[src/include/owdec_pkg.sv]
// Constants, register map and state encoding of the one-wire bus decoder
package owdec_pkg;
  localparam int CLK_PERIOD_NS = 10;
  localparam int TB_STD_NS = 1000;
  localparam int TB_HI_NS = 200;
  localparam logic [6:0] TB_STD_CYC = 7'(TB_STD_NS / CLK_PERIOD_NS);
  localparam logic [6:0] TB_HI_CYC = 7'(TB_HI_NS / CLK_PERIOD_NS);
  localparam int RST_LOW_STD_NS = 480000;
  localparam int RST_LOW_HI_NS = 48000;
  localparam logic [8:0] RST_STD_U = 9'(RST_LOW_STD_NS / TB_STD_NS);
  localparam logic [8:0] RST_HI_U = 9'(RST_LOW_HI_NS / TB_HI_NS);
  localparam int PRES_WAIT_MAX_STD_NS = 60000;
  localparam int PRES_WAIT_MAX_HI_NS = 6000;
  localparam logic [8:0] PDH_STD_U = 9'(PRES_WAIT_MAX_STD_NS / TB_STD_NS);
  localparam logic [8:0] PDH_HI_U = 9'(PRES_WAIT_MAX_HI_NS / TB_HI_NS);
  localparam int PRES_LOW_MIN_STD_NS = 60000;
  localparam int PRES_LOW_MAX_STD_NS = 240000;
  localparam int PRES_LOW_MIN_HI_NS = 8000;
  localparam int PRES_LOW_MAX_HI_NS = 24000;
  localparam logic [8:0] PDL_MIN_STD_U = 9'((PRES_LOW_MIN_STD_NS + TB_STD_NS - 1) / TB_STD_NS);
  localparam logic [8:0] PDL_MAX_STD_U = 9'(PRES_LOW_MAX_STD_NS / TB_STD_NS);
  localparam logic [8:0] PDL_MIN_HI_U = 9'((PRES_LOW_MIN_HI_NS + TB_HI_NS - 1) / TB_HI_NS);
  localparam logic [8:0] PDL_MAX_HI_U = 9'(PRES_LOW_MAX_HI_NS / TB_HI_NS);
  localparam int SLOT_MIN_NS = 60000;
  localparam logic [8:0] SLOT_MIN_STD_U = 9'((SLOT_MIN_NS + TB_STD_NS - 1) / TB_STD_NS);
  localparam logic [8:0] SLOT_MIN_HI_U = 9'((SLOT_MIN_NS / 10 + TB_HI_NS - 1) / TB_HI_NS);
  localparam int WORD_W = 32;
  localparam int FIFO_DEPTH = 32;
  localparam logic [5:0] LEN_MIN = 6'h01;
  localparam logic [5:0] LEN_MAX = 6'h20;
  localparam logic [5:0] LEN_DEF = 6'h08;
  localparam logic [6:0] POS_MIN = 7'h01;
  localparam logic [6:0] POS_MAX = 7'h78;
  localparam logic [6:0] POS_DEF = 7'h1e;
  localparam logic [3:0] CHAN_DEF = 4'h0;
  localparam logic [6:0] ID_SKIP = 7'h08;
  localparam logic [6:0] ID_END = 7'h48;
  localparam logic [7:0] ADDR_CTRL = 8'h00;
  localparam logic [7:0] ADDR_CFG = 8'h04;
  localparam logic [7:0] ADDR_STATUS = 8'h08;
  localparam logic [7:0] ADDR_RSTCNT = 8'h0c;
  localparam logic [7:0] ADDR_ID_LO = 8'h10;
  localparam logic [7:0] ADDR_ID_HI = 8'h14;
  localparam logic [7:0] ADDR_ID_INFO = 8'h18;
  localparam logic [7:0] ADDR_WORDS = 8'h1c;
  localparam int CTRL_EN = 0;
  localparam int CTRL_SPEED = 1;
  localparam int CTRL_MSB = 2;
  localparam int CTRL_CHAN = 4;
  localparam int CFG_LEN = 0;
  localparam int CFG_POS = 8;
  localparam int ST_PRES = 3;
  localparam int ST_OVR = 4;
  localparam int ST_FULL = 5;
  localparam int ST_IDV = 6;
  localparam int ST_SLOTE = 7;
  localparam int ST_RECE = 8;
  localparam int ST_PRESE = 9;
  localparam int ST_CNT = 16;
  typedef enum logic [2:0] {
    OWDEC_IDLE, OWDEC_RST, OWDEC_PDH, OWDEC_PDL, OWDEC_SLOT_IDLE, OWDEC_SLOT
  } owdec_state_t;
endpackage

[src/include/owdec_stream_if.sv]
// Valid/ready word stream between decoder and FIFO
`timescale 1ns/1ps
`default_nettype none
interface owdec_stream_if #(parameter int W = 32);
  logic valid;
  logic ready;
  logic [W-1:0] data;
  modport src (output valid, output data, input ready);
  modport snk (input valid, input data, output ready);
endinterface
`default_nettype wire

[src/core/owdec_fifo.sv]
// Word FIFO with a registered output stage
`timescale 1ns/1ps
`default_nettype none
module owdec_fifo #(
  parameter int W = 32,
  parameter int DEPTH = 32
) (
  input wire logic core_clk, // Clock
  input wire logic sys_rst, // Async reset, high
  owdec_stream_if.snk in_s, // Filling side
  owdec_stream_if.src out_s // Draining side
);
  localparam int AW = $clog2(DEPTH);
  typedef struct packed {
    logic [DEPTH-1:0][W-1:0] mem;
    logic [AW-1:0] wp;
    logic [AW-1:0] rp;
    logic [AW:0] cnt;
    logic ov;
    logic [W-1:0] od;
  } owdec_fifo_st_t;
  owdec_fifo_st_t q, d;
  logic push, pop;

  assign in_s.ready = (q.cnt != (AW+1)'(DEPTH));
  assign out_s.valid = q.ov;
  assign out_s.data = q.od;

  always_comb begin
    d = q;
    push = in_s.valid && (q.cnt != (AW+1)'(DEPTH));
    pop = (q.cnt != '0) && (!q.ov || out_s.ready);
    if (out_s.ready) begin
      d.ov = 1'b0;
    end
    if (pop) begin
      d.od = q.mem[q.rp];
      d.ov = 1'b1;
      d.rp = AW'(q.rp + 1'b1);
    end
    if (push) begin
      d.mem[q.wp] = in_s.data;
      d.wp = AW'(q.wp + 1'b1);
    end
    d.cnt = (AW+1)'(q.cnt + (AW+1)'(push) - (AW+1)'(pop));
  end

  always_ff @(posedge core_clk or posedge sys_rst) begin
    if (sys_rst) begin
      q <= '0;
    end else begin
      q <= d;
    end
  end
endmodule // owdec_fifo
`default_nettype wire

[src/core/owdec_top.sv]
// Passive one-wire bus decoder with register port and word FIFO
//
// Operation
// - Watch one selectable input channel as the data line, channel 0 by default.
// - Standard speed 1 us time base or high 0.2 us; standard after reset.
// - Place bits into the word MSB first or LSB first per setting.
// - Group 1 to 32 bits into one word, 8 by default.
// - Sample 1 to 120 time units after the slot falling edge, 30 default.
// - Low at the sampling point is a 0 bit, high is a 1 bit.
// - A detected reset starts a new communication period.
// - Identity code read LSB first: family byte, 48-bit serial, CRC byte.
`timescale 1ns/1ps
`default_nettype none
module owdec_top #(
  parameter int CHANNELS = 16,
  parameter int FIFO_W = owdec_pkg::WORD_W,
  parameter int FIFO_D = owdec_pkg::FIFO_DEPTH
) (
  input wire logic core_clk, // 100 MHz clock
  input wire logic sys_rst, // Async reset, high
  input wire logic [CHANNELS-1:0] chan_in, // Analyser input channels
  input wire logic [7:0] reg_addr, // Register byte address
  input wire logic [31:0] reg_wdata, // Write data
  input wire logic reg_wr, // Write strobe
  input wire logic reg_rd, // Read strobe
  output logic [31:0] reg_rdata, // Read data, cycle after strobe
  output logic [FIFO_W-1:0] word_data, // Decoded word
  output logic word_valid, // Word available
  input wire logic word_ready, // Word taken
  output logic bit_strobe, // One-cycle pulse per sampled bit
  output logic bit_value, // Last sampled bit
  output logic reset_strobe, // One-cycle pulse per bus reset while enabled; with en clear it pulses every cycle of a long low
  output logic presence // Presence seen since last reset
);
  typedef struct packed {
    owdec_pkg::owdec_state_t st;
    logic en;
    logic speed_hi;
    logic msb_first;
    logic [3:0] chan;
    logic [5:0] len;
    logic [6:0] pos;
    logic line;
    logic [6:0] pre;
    logic [8:0] fall_u;
    logic [8:0] rise_u;
    logic sampled;
    logic [31:0] word;
    logic [5:0] cnt;
    logic pend;
    logic [31:0] pdata;
    logic overrun;
    logic presence;
    logic slot_err;
    logic rec_err;
    logic pres_err;
    logic [15:0] rst_cnt;
    logic [31:0] words;
    logic [6:0] id_cnt;
    logic [63:0] id_sh;
    logic [63:0] id;
    logic id_valid;
    logic [31:0] rdata;
    logic bit_stb;
    logic bit_val;
    logic rst_stb;
  } owdec_top_st_t;

  owdec_top_st_t q, d;
  logic cur, fall, rise, tick, take, bitv;
  logic [6:0] tb;
  logic [8:0] rst_u, pdh_u, pdl_min, pdl_max, slot_min;
  logic [5:0] idx, lenw;
  logic [6:0] posw;
  logic [31:0] r;

  owdec_stream_if #(.W(FIFO_W)) in_if ();
  owdec_stream_if #(.W(FIFO_W)) out_if ();

  owdec_fifo #(.W(FIFO_W), .DEPTH(FIFO_D)) u_fifo (
    .core_clk(core_clk),
    .sys_rst(sys_rst),
    .in_s(in_if.snk),
    .out_s(out_if.src)
  );

  assign in_if.valid = q.pend;
  assign in_if.data = FIFO_W'(q.pdata);
  assign out_if.ready = word_ready;
  assign word_data = out_if.data;
  assign word_valid = out_if.valid;
  assign reg_rdata = q.rdata;
  assign bit_strobe = q.bit_stb;
  assign bit_value = q.bit_val;
  assign reset_strobe = q.rst_stb;
  assign presence = q.presence;

  always_comb begin
    d = q;
    d.rdata = '0;
    d.bit_stb = 1'b0;
    d.rst_stb = 1'b0;
    take = 1'b0;
    bitv = 1'b0;
    idx = '0;
    lenw = '0;
    posw = '0;
    r = '0;
    // Out-of-range channel reads as an idle, pulled-up line
    cur = (int'(q.chan) < CHANNELS) ? chan_in[q.chan] : 1'b1;
    d.line = cur;
    fall = q.line && !cur;
    rise = !q.line && cur;
    tb = q.speed_hi ? owdec_pkg::TB_HI_CYC : owdec_pkg::TB_STD_CYC;
    rst_u = q.speed_hi ? owdec_pkg::RST_HI_U : owdec_pkg::RST_STD_U;
    pdh_u = q.speed_hi ? owdec_pkg::PDH_HI_U : owdec_pkg::PDH_STD_U;
    pdl_min = q.speed_hi ? owdec_pkg::PDL_MIN_HI_U : owdec_pkg::PDL_MIN_STD_U;
    pdl_max = q.speed_hi ? owdec_pkg::PDL_MAX_HI_U : owdec_pkg::PDL_MAX_STD_U;
    slot_min = q.speed_hi ? owdec_pkg::SLOT_MIN_HI_U : owdec_pkg::SLOT_MIN_STD_U;
    tick = (q.pre == 7'(tb - 7'h01));

    // Prescaler realigns on each edge so unit counts start at the edge
    if (fall || rise || tick) begin
      d.pre = '0;
    end else begin
      d.pre = 7'(q.pre + 7'h01);
    end
    if (fall) begin
      d.fall_u = '0;
    end else if (tick && q.fall_u != '1) begin
      d.fall_u = 9'(q.fall_u + 9'h001);
    end
    if (rise) begin
      d.rise_u = '0;
    end else if (tick && q.rise_u != '1) begin
      d.rise_u = 9'(q.rise_u + 9'h001);
    end

    // Register writes come first so hardware events below win over clears
    if (reg_wr) begin
      case (reg_addr)
        owdec_pkg::ADDR_CTRL: begin
          d.en = reg_wdata[owdec_pkg::CTRL_EN];
          d.speed_hi = reg_wdata[owdec_pkg::CTRL_SPEED];
          d.msb_first = reg_wdata[owdec_pkg::CTRL_MSB];
          d.chan = reg_wdata[owdec_pkg::CTRL_CHAN +: 4];
        end
        owdec_pkg::ADDR_CFG: begin
          lenw = reg_wdata[owdec_pkg::CFG_LEN +: 6];
          posw = reg_wdata[owdec_pkg::CFG_POS +: 7];
          if (lenw < owdec_pkg::LEN_MIN) begin
            d.len = owdec_pkg::LEN_MIN;
          end else if (lenw > owdec_pkg::LEN_MAX) begin
            d.len = owdec_pkg::LEN_MAX;
          end else begin
            d.len = lenw;
          end
          if (posw < owdec_pkg::POS_MIN) begin
            d.pos = owdec_pkg::POS_MIN;
          end else if (posw > owdec_pkg::POS_MAX) begin
            d.pos = owdec_pkg::POS_MAX;
          end else begin
            d.pos = posw;
          end
        end
        owdec_pkg::ADDR_STATUS: begin
          if (reg_wdata[owdec_pkg::ST_OVR]) begin
            d.overrun = 1'b0;
          end
          if (reg_wdata[owdec_pkg::ST_SLOTE]) begin
            d.slot_err = 1'b0;
          end
          if (reg_wdata[owdec_pkg::ST_RECE]) begin
            d.rec_err = 1'b0;
          end
          if (reg_wdata[owdec_pkg::ST_PRESE]) begin
            d.pres_err = 1'b0;
          end
        end
        default: begin
        end
      endcase
    end

    if (q.pend && in_if.ready) begin
      d.pend = 1'b0;
    end

    case (q.st)
      owdec_pkg::OWDEC_IDLE: begin
      end
      owdec_pkg::OWDEC_RST: begin
        if (rise) begin
          d.st = owdec_pkg::OWDEC_PDH;
        end
      end
      owdec_pkg::OWDEC_PDH: begin
        if (fall) begin
          d.st = owdec_pkg::OWDEC_PDL;
        end else if (q.rise_u > pdh_u) begin
          // No presence: slots are not decoded until the next reset
          d.st = owdec_pkg::OWDEC_IDLE;
        end
      end
      owdec_pkg::OWDEC_PDL: begin
        if (rise) begin
          d.presence = 1'b1;
          if (q.fall_u < pdl_min || q.fall_u > pdl_max) begin
            d.pres_err = 1'b1;
          end
          d.st = owdec_pkg::OWDEC_SLOT_IDLE;
        end
      end
      owdec_pkg::OWDEC_SLOT_IDLE: begin
        if (fall) begin
          d.st = owdec_pkg::OWDEC_SLOT;
          d.sampled = 1'b0;
        end
      end
      owdec_pkg::OWDEC_SLOT: begin
        if (fall) begin
          // Next slot opened: check the one that just ended
          if (q.sampled && q.fall_u < slot_min) begin
            d.slot_err = 1'b1;
          end
          if (q.sampled && q.rise_u == '0) begin
            d.rec_err = 1'b1;
          end
          d.sampled = 1'b0;
        end else if (!q.sampled && q.fall_u == 9'(q.pos)) begin
          take = 1'b1;
          bitv = cur;
          d.sampled = 1'b1;
        end
      end
      default: begin
        d.st = owdec_pkg::OWDEC_IDLE;
      end
    endcase

    if (take) begin
      d.bit_stb = 1'b1;
      d.bit_val = bitv;
      idx = q.msb_first ? 6'(q.len - 6'h01 - q.cnt) : q.cnt;
      d.word[idx[4:0]] = bitv;
      if (6'(q.cnt + 6'h01) >= q.len) begin
        if (d.pend) begin
          // Destination full: word is lost and flagged
          d.overrun = 1'b1;
        end else begin
          d.pend = 1'b1;
          d.pdata = d.word;
          d.words = 32'(q.words + 32'h00000001);
        end
        d.word = '0;
        d.cnt = '0;
      end else begin
        d.cnt = 6'(q.cnt + 6'h01);
      end
      // Identity code shifts in LSB first after the command byte
      if (q.id_cnt < owdec_pkg::ID_END) begin
        d.id_cnt = 7'(q.id_cnt + 7'h01);
        if (q.id_cnt >= owdec_pkg::ID_SKIP) begin
          d.id_sh = {bitv, q.id_sh[63:1]};
        end
        if (q.id_cnt == 7'(owdec_pkg::ID_END - 7'h01)) begin
          d.id = {bitv, q.id_sh[63:1]};
          d.id_valid = 1'b1;
        end
      end
    end

    // Reset detection overrides whatever the slot logic did
    if (q.st != owdec_pkg::OWDEC_RST && !q.line && !cur && q.fall_u >= rst_u) begin
      d.st = owdec_pkg::OWDEC_RST;
      d.word = '0;
      d.cnt = '0;
      d.presence = 1'b0;
      d.id_cnt = '0;
      d.rst_cnt = 16'(q.rst_cnt + 16'h0001);
      d.rst_stb = 1'b1;
    end
    if (!q.en) begin
      d.st = owdec_pkg::OWDEC_IDLE;
    end

    if (reg_rd) begin
      case (reg_addr)
        owdec_pkg::ADDR_CTRL: begin
          r[owdec_pkg::CTRL_EN] = q.en;
          r[owdec_pkg::CTRL_SPEED] = q.speed_hi;
          r[owdec_pkg::CTRL_MSB] = q.msb_first;
          r[owdec_pkg::CTRL_CHAN +: 4] = q.chan;
        end
        owdec_pkg::ADDR_CFG: begin
          r[owdec_pkg::CFG_LEN +: 6] = q.len;
          r[owdec_pkg::CFG_POS +: 7] = q.pos;
        end
        owdec_pkg::ADDR_STATUS: begin
          r[2:0] = q.st;
          r[owdec_pkg::ST_PRES] = q.presence;
          r[owdec_pkg::ST_OVR] = q.overrun;
          r[owdec_pkg::ST_FULL] = !in_if.ready;
          r[owdec_pkg::ST_IDV] = q.id_valid;
          r[owdec_pkg::ST_SLOTE] = q.slot_err;
          r[owdec_pkg::ST_RECE] = q.rec_err;
          r[owdec_pkg::ST_PRESE] = q.pres_err;
          r[owdec_pkg::ST_CNT +: 6] = q.cnt;
        end
        owdec_pkg::ADDR_RSTCNT: begin
          r[15:0] = q.rst_cnt;
        end
        owdec_pkg::ADDR_ID_LO: begin
          r = q.id[31:0];
        end
        owdec_pkg::ADDR_ID_HI: begin
          r = q.id[63:32];
        end
        owdec_pkg::ADDR_ID_INFO: begin
          r[7:0] = q.id[7:0];
          r[15:8] = q.id[63:56];
        end
        owdec_pkg::ADDR_WORDS: begin
          r = q.words;
        end
        default: begin
          r = '0;
        end
      endcase
      d.rdata = r;
    end
  end

  always_ff @(posedge core_clk or posedge sys_rst) begin
    if (sys_rst) begin
      q <= '0;
      q.st <= owdec_pkg::OWDEC_IDLE;
      q.en <= 1'b1;
      q.chan <= owdec_pkg::CHAN_DEF;
      q.speed_hi <= 1'b0;
      q.len <= owdec_pkg::LEN_DEF;
      q.pos <= owdec_pkg::POS_DEF;
      q.line <= 1'b1;
      q.fall_u <= '1;
      q.rise_u <= '1;
      q.sampled <= 1'b1;
    end else begin
      q <= d;
    end
  end
endmodule // owdec_top
`default_nettype wire

[config.mk]
export PLATFORM = sky130hd
export DESIGN_NAME = owdec_top
export DESIGN_NICKNAME = d
export VERILOG_FILES = /design/src/include/owdec_pkg.sv /design/src/include/owdec_stream_if.sv /design/src/core/owdec_fifo.sv /design/src/core/owdec_top.sv
export SDC_FILE = /design/constraint.sdc
export NUM_CORES = 2
export LEC_CHECK = 0
export BUFFER_PORTS_ARGS = -buffer_cell sky130_fd_sc_hd__buf_4
export CAP_MARGIN = 5
export CORE_ASPECT_RATIO = 0.9
export CORE_MARGIN = 3
export CORE_UTILIZATION = 50
export DETAILED_ROUTE_END_ITERATION = 10
export GPL_TIMING_DRIVEN = 0
export PLACE_DENSITY_LB_ADDON = 0.08
export SKIP_CTS_REPAIR_TIMING = 1
export SLEW_MARGIN = 30
export SYNTH_ARGS = -nofsm -noshare
export SYNTH_HDL_FRONTEND = slang
export SYNTH_SLANG_ARGS = --single-unit
export TNS_END_PERCENT = 100
[constraint.sdc]
create_clock -name core_clk -period 50 [get_ports core_clk]
set_input_delay 5 -clock core_clk [delete_from_list [all_inputs] [get_ports core_clk]]
set_output_delay 5 -clock core_clk [all_outputs]
set_load 0.03 [all_outputs]
==> impl_metrics.env <==
export IMPL_setup_worst_path_class="in -> reg"
export IMPL_synth_compound_area_share_pct=3.151
export IMPL_ctsHtreeMaxLevel=4
export IMPL_placementRows=124
export IMPL_netlist_instances=4378
export IMPL_crit_reg2reg_launch="u_fifo.q[37]"
export IMPL_worst_pin_slew_ns=1.058
export IMPL_via_count=38800
export IMPL_irDropWorstVdd_uv=34.07
export IMPL_grt_pass1_wl_mm=267.4
export IMPL_worstSetupEndpointType="flop"
export IMPL_coreArea_sq_um=127700
export IMPL_hold_class="reg -> reg"
export IMPL_floorplan_io_pins=130
export IMPL_setup_slack_ns=42.22
export IMPL_total_leakage_power_uw=0.03517
export IMPL_placedCellCount=6212
export IMPL_port_buffers=112
export IMPL_timing_critical_path_mode_cell="buf_2"
export IMPL_mean_number_of_vias_per_cell=5.977
export IMPL_final_min_clock_period_ns=7.777
export IMPL_syn_num_nets=4486
export IMPL_slew_limit_fails=0
export IMPL_dominant_combinational_cell_family_by_area_after_synthesis="multiplexers"
export IMPL_clock_fmax_mhz=128.6
export IMPL_crit_chain="buf_4, mux4_2, nand3b_1, and4_1, buf_2, ha_1, a2111o_1, or3_1, nor2_1, clkbuf_1, buf_2, nand3_1, o211ai_1"
export IMPL_totalWireLength_mm=177.7
export IMPL_clock_tree_buffer_depth=3
export IMPL_final_net_count=4774
export IMPL_die_height_microns=347.2
export IMPL_pre_cts_ws_ns=41.51
export IMPL_hold_path_depth=1
export IMPL_r2r_worst_path_cells=10
export IMPL_die_w_microns=385.2
export IMPL_async_reset_ff_share_pct=100.0
export IMPL_post_synthesis_to_final_layout_area_growth_pct=13.45
export IMPL_family_with_the_most_delay_on_the_worst_path="simple AND/OR/NAND/NOR gates"
export IMPL_gp_congestion=0.8437
export IMPL_drive_above_1_share_pct=45.19
export IMPL_mostFrequentLayoutCells="1391 x dfrtp_1, 1171 x mux2_2, 328 x mux4_2, 216 x clkbuf_1, 178 x buf_4"
export IMPL_synth_edf_count=0
export IMPL_clock_sinks=1417
export IMPL_cpPeakStageDelay_ns=0.62
export IMPL_worstReg2RegEnd="u_fifo.q[887]"
export IMPL_final_common_cell="dfrtp_1"
export IMPL_final_hold_worst_slack_ns=0.4838
export IMPL_setup_repair_after_global_routing_missed_its_margin="no"
export IMPL_grt_usage_pct=27.04
export IMPL_yosys_cell_types_count=77
export IMPL_worst_r2r_setup_slack_ns=45.84
export IMPL_hold_violations=0
export IMPL_status="completed"
export IMPL_synth_flop_cell="dfrtp_1"
export IMPL_cts_tree="done"
export IMPL_p_sw_uw=766.8
export IMPL_cts_root_buf="clkbuf_16"
export IMPL_power_sequential_fraction_pct=42.4
export IMPL_post_route_drc_count=0
export IMPL_gr_total_overflow=0
export IMPL_post_route_period_util_pct=15.55
export IMPL_clock_network_fraction_of_total_power_pct=41.5
export IMPL_antenna_found_initial=5
export IMPL_switching_share_pct=27.85
export IMPL_path_buf_inv=4
export IMPL_critical_path_arrival_ns=8.44
export IMPL_clk_pin_slew_ns=0.06
export IMPL_tritoncts_buffers=153
export IMPL_finalSetupTns_ns=0
export IMPL_worstSetupStartpointType="input pin"
export IMPL_maxSlewHeadroom_pct=29.50
export IMPL_hold_path_startpoint="q[198]"
export IMPL_mapped_area_sq_um=64690
export IMPL_p_total_uw=2753
export IMPL_synth_fa_ha_area_share_pct=0.9322
export IMPL_floorplan_initialDensity_pct=50.67
export IMPL_sequential_cell_area_fraction_in_the_yosys_report_pct=54.86
export IMPL_stdcell_count=6491
export IMPL_detailedRoute_firstPassIterationCount=8
export IMPL_hpwl_mm=123.4
export IMPL_critPathRequiredTime_ns=50.67
export IMPL_critical_path_slowest_cell="clkbuf_1"
export IMPL_postSynthAreaPerCell_sq_um=14.78
export IMPL_setup_viol=0
export IMPL_fraction_of_synthesized_cell_area_in_xor_and_xnor_cells_pct=1.284
export IMPL_die_area_sq_um=133700
export IMPL_power_combinational_fraction_pct=16.1
export IMPL_p_int_uw=1986
export IMPL_synth_area_mux_share_pct=32.45
export IMPL_synth_ff_latch_count=1417
export IMPL_first_global_vias=40460
export IMPL_synthesis_yosys_warnings=0
export IMPL_power_density_nw_per_um2=37.51
export IMPL_clk_latency_ns=0.78
export IMPL_maximum_number_of_pins_on_one_net_before_global_route_repair=93
export IMPL_maximum_clock_skew_at_final_layout_ns=0.03009
export IMPL_worst_hold_path_endpoint="q[198]"
export IMPL_critPathMaxFanout=10
export IMPL_ant_nets=0
export IMPL_cap_viol_max_count=0
export IMPL_detailedRoute_firstIterationViolations=2903
export IMPL_drt_wirelength_per_cell_microns=27.38
export IMPL_synth_simple_gate_area_share_pct=3.762
state kept, by name, indices dropped and copies added (netlist names):
register	cells
u_fifo.out_s.data	32
q	275
reset_strobe	1
bit_strobe	1
u_fifo.out_s.valid	1
u_fifo.q	1040
presence	1
reg_rdata	32
in_if.data	32
in_if.valid	1
bit_value	1
layout make-up:
cell class,instances,area [sq um]
clock buffers,243,4756
flip-flops and latches,1417,35490
multi-input cells,2468,26970
clock inverters,30,314.1
inverters,70,270.3
diodes,6,15.01
fillers,10220,54290
repair buffers,133,1379
well taps,1701,2128
plain buffers,423,2068
worst max-delay path by stage:
stage / from / to / depth (start not counted)
finish: chan_in[3] / in_if.data[6] / 13
detailed placement: chan_in[14] / in_if.data[6] / 13
global placement: sys_rst / u_fifo.q[869] / 2
global route: chan_in[6] / in_if.data[6] / 13
CTS: chan_in[3] / in_if.data[6] / 13
floorplan: sys_rst / bit_strobe / 1
power groups by stage:
stage	Combinational (uW)	Clock (uW)	Sequential (uW)
2_1_floorplan	285	0	1190
3_3_place_gp	441	0	1190
3_5_place_dp	449	0	1190
4_1_cts	450	1160	1170
5_1_grt	470	1210	1170
6_report	443	1140	1170
stage by stage:
step | utilization [%] | cell area (sq um)
final | 57.48 | 73400
after detailed placement | 53.49 | 68300
after global placement | 52.99 | 67660
after global routing | 57.47 | 73390
after CTS | 57.46 | 73370
after floorplan | - | 64690
cells by family after synthesis:
group	after synthesis
flops	1417
xor+xnor	94
compound gates	292
simple gates	494
mux	1541
fa+ha+maj	47
buf+inv	493
cell usage after synthesis, types with 45 or more instances:
cell / instances / area (sq um)
a21oi_1: 56 / 280.3
buf_2: 148 / 740.7
buf_4: 65 / 488.0
clkbuf_1: 197 / 739.5
dfrtp_1: 1391 / 34810
ha_1: 45 / 563.0
inv_1: 68 / 255.2
mux2_2: 1171 / 13190
mux4_2: 328 / 7387
nand2_1: 144 / 540.5
nand3_1: 75 / 375.4
nor2_1: 111 / 416.7
xnor2_1: 58 / 508.0
per-layer routing:
metal  track usage [%]  vias to the layer above  routed length (microns)
met5                 0                        -                        0
met4             9.395                        0                     6218
met3             4.971                      285                     9731
met2             42.34                     1020                    83030
met1             38.20                    20780                    78740
li1                  -                    16710                        -
(Power assumes the default switching activity.)
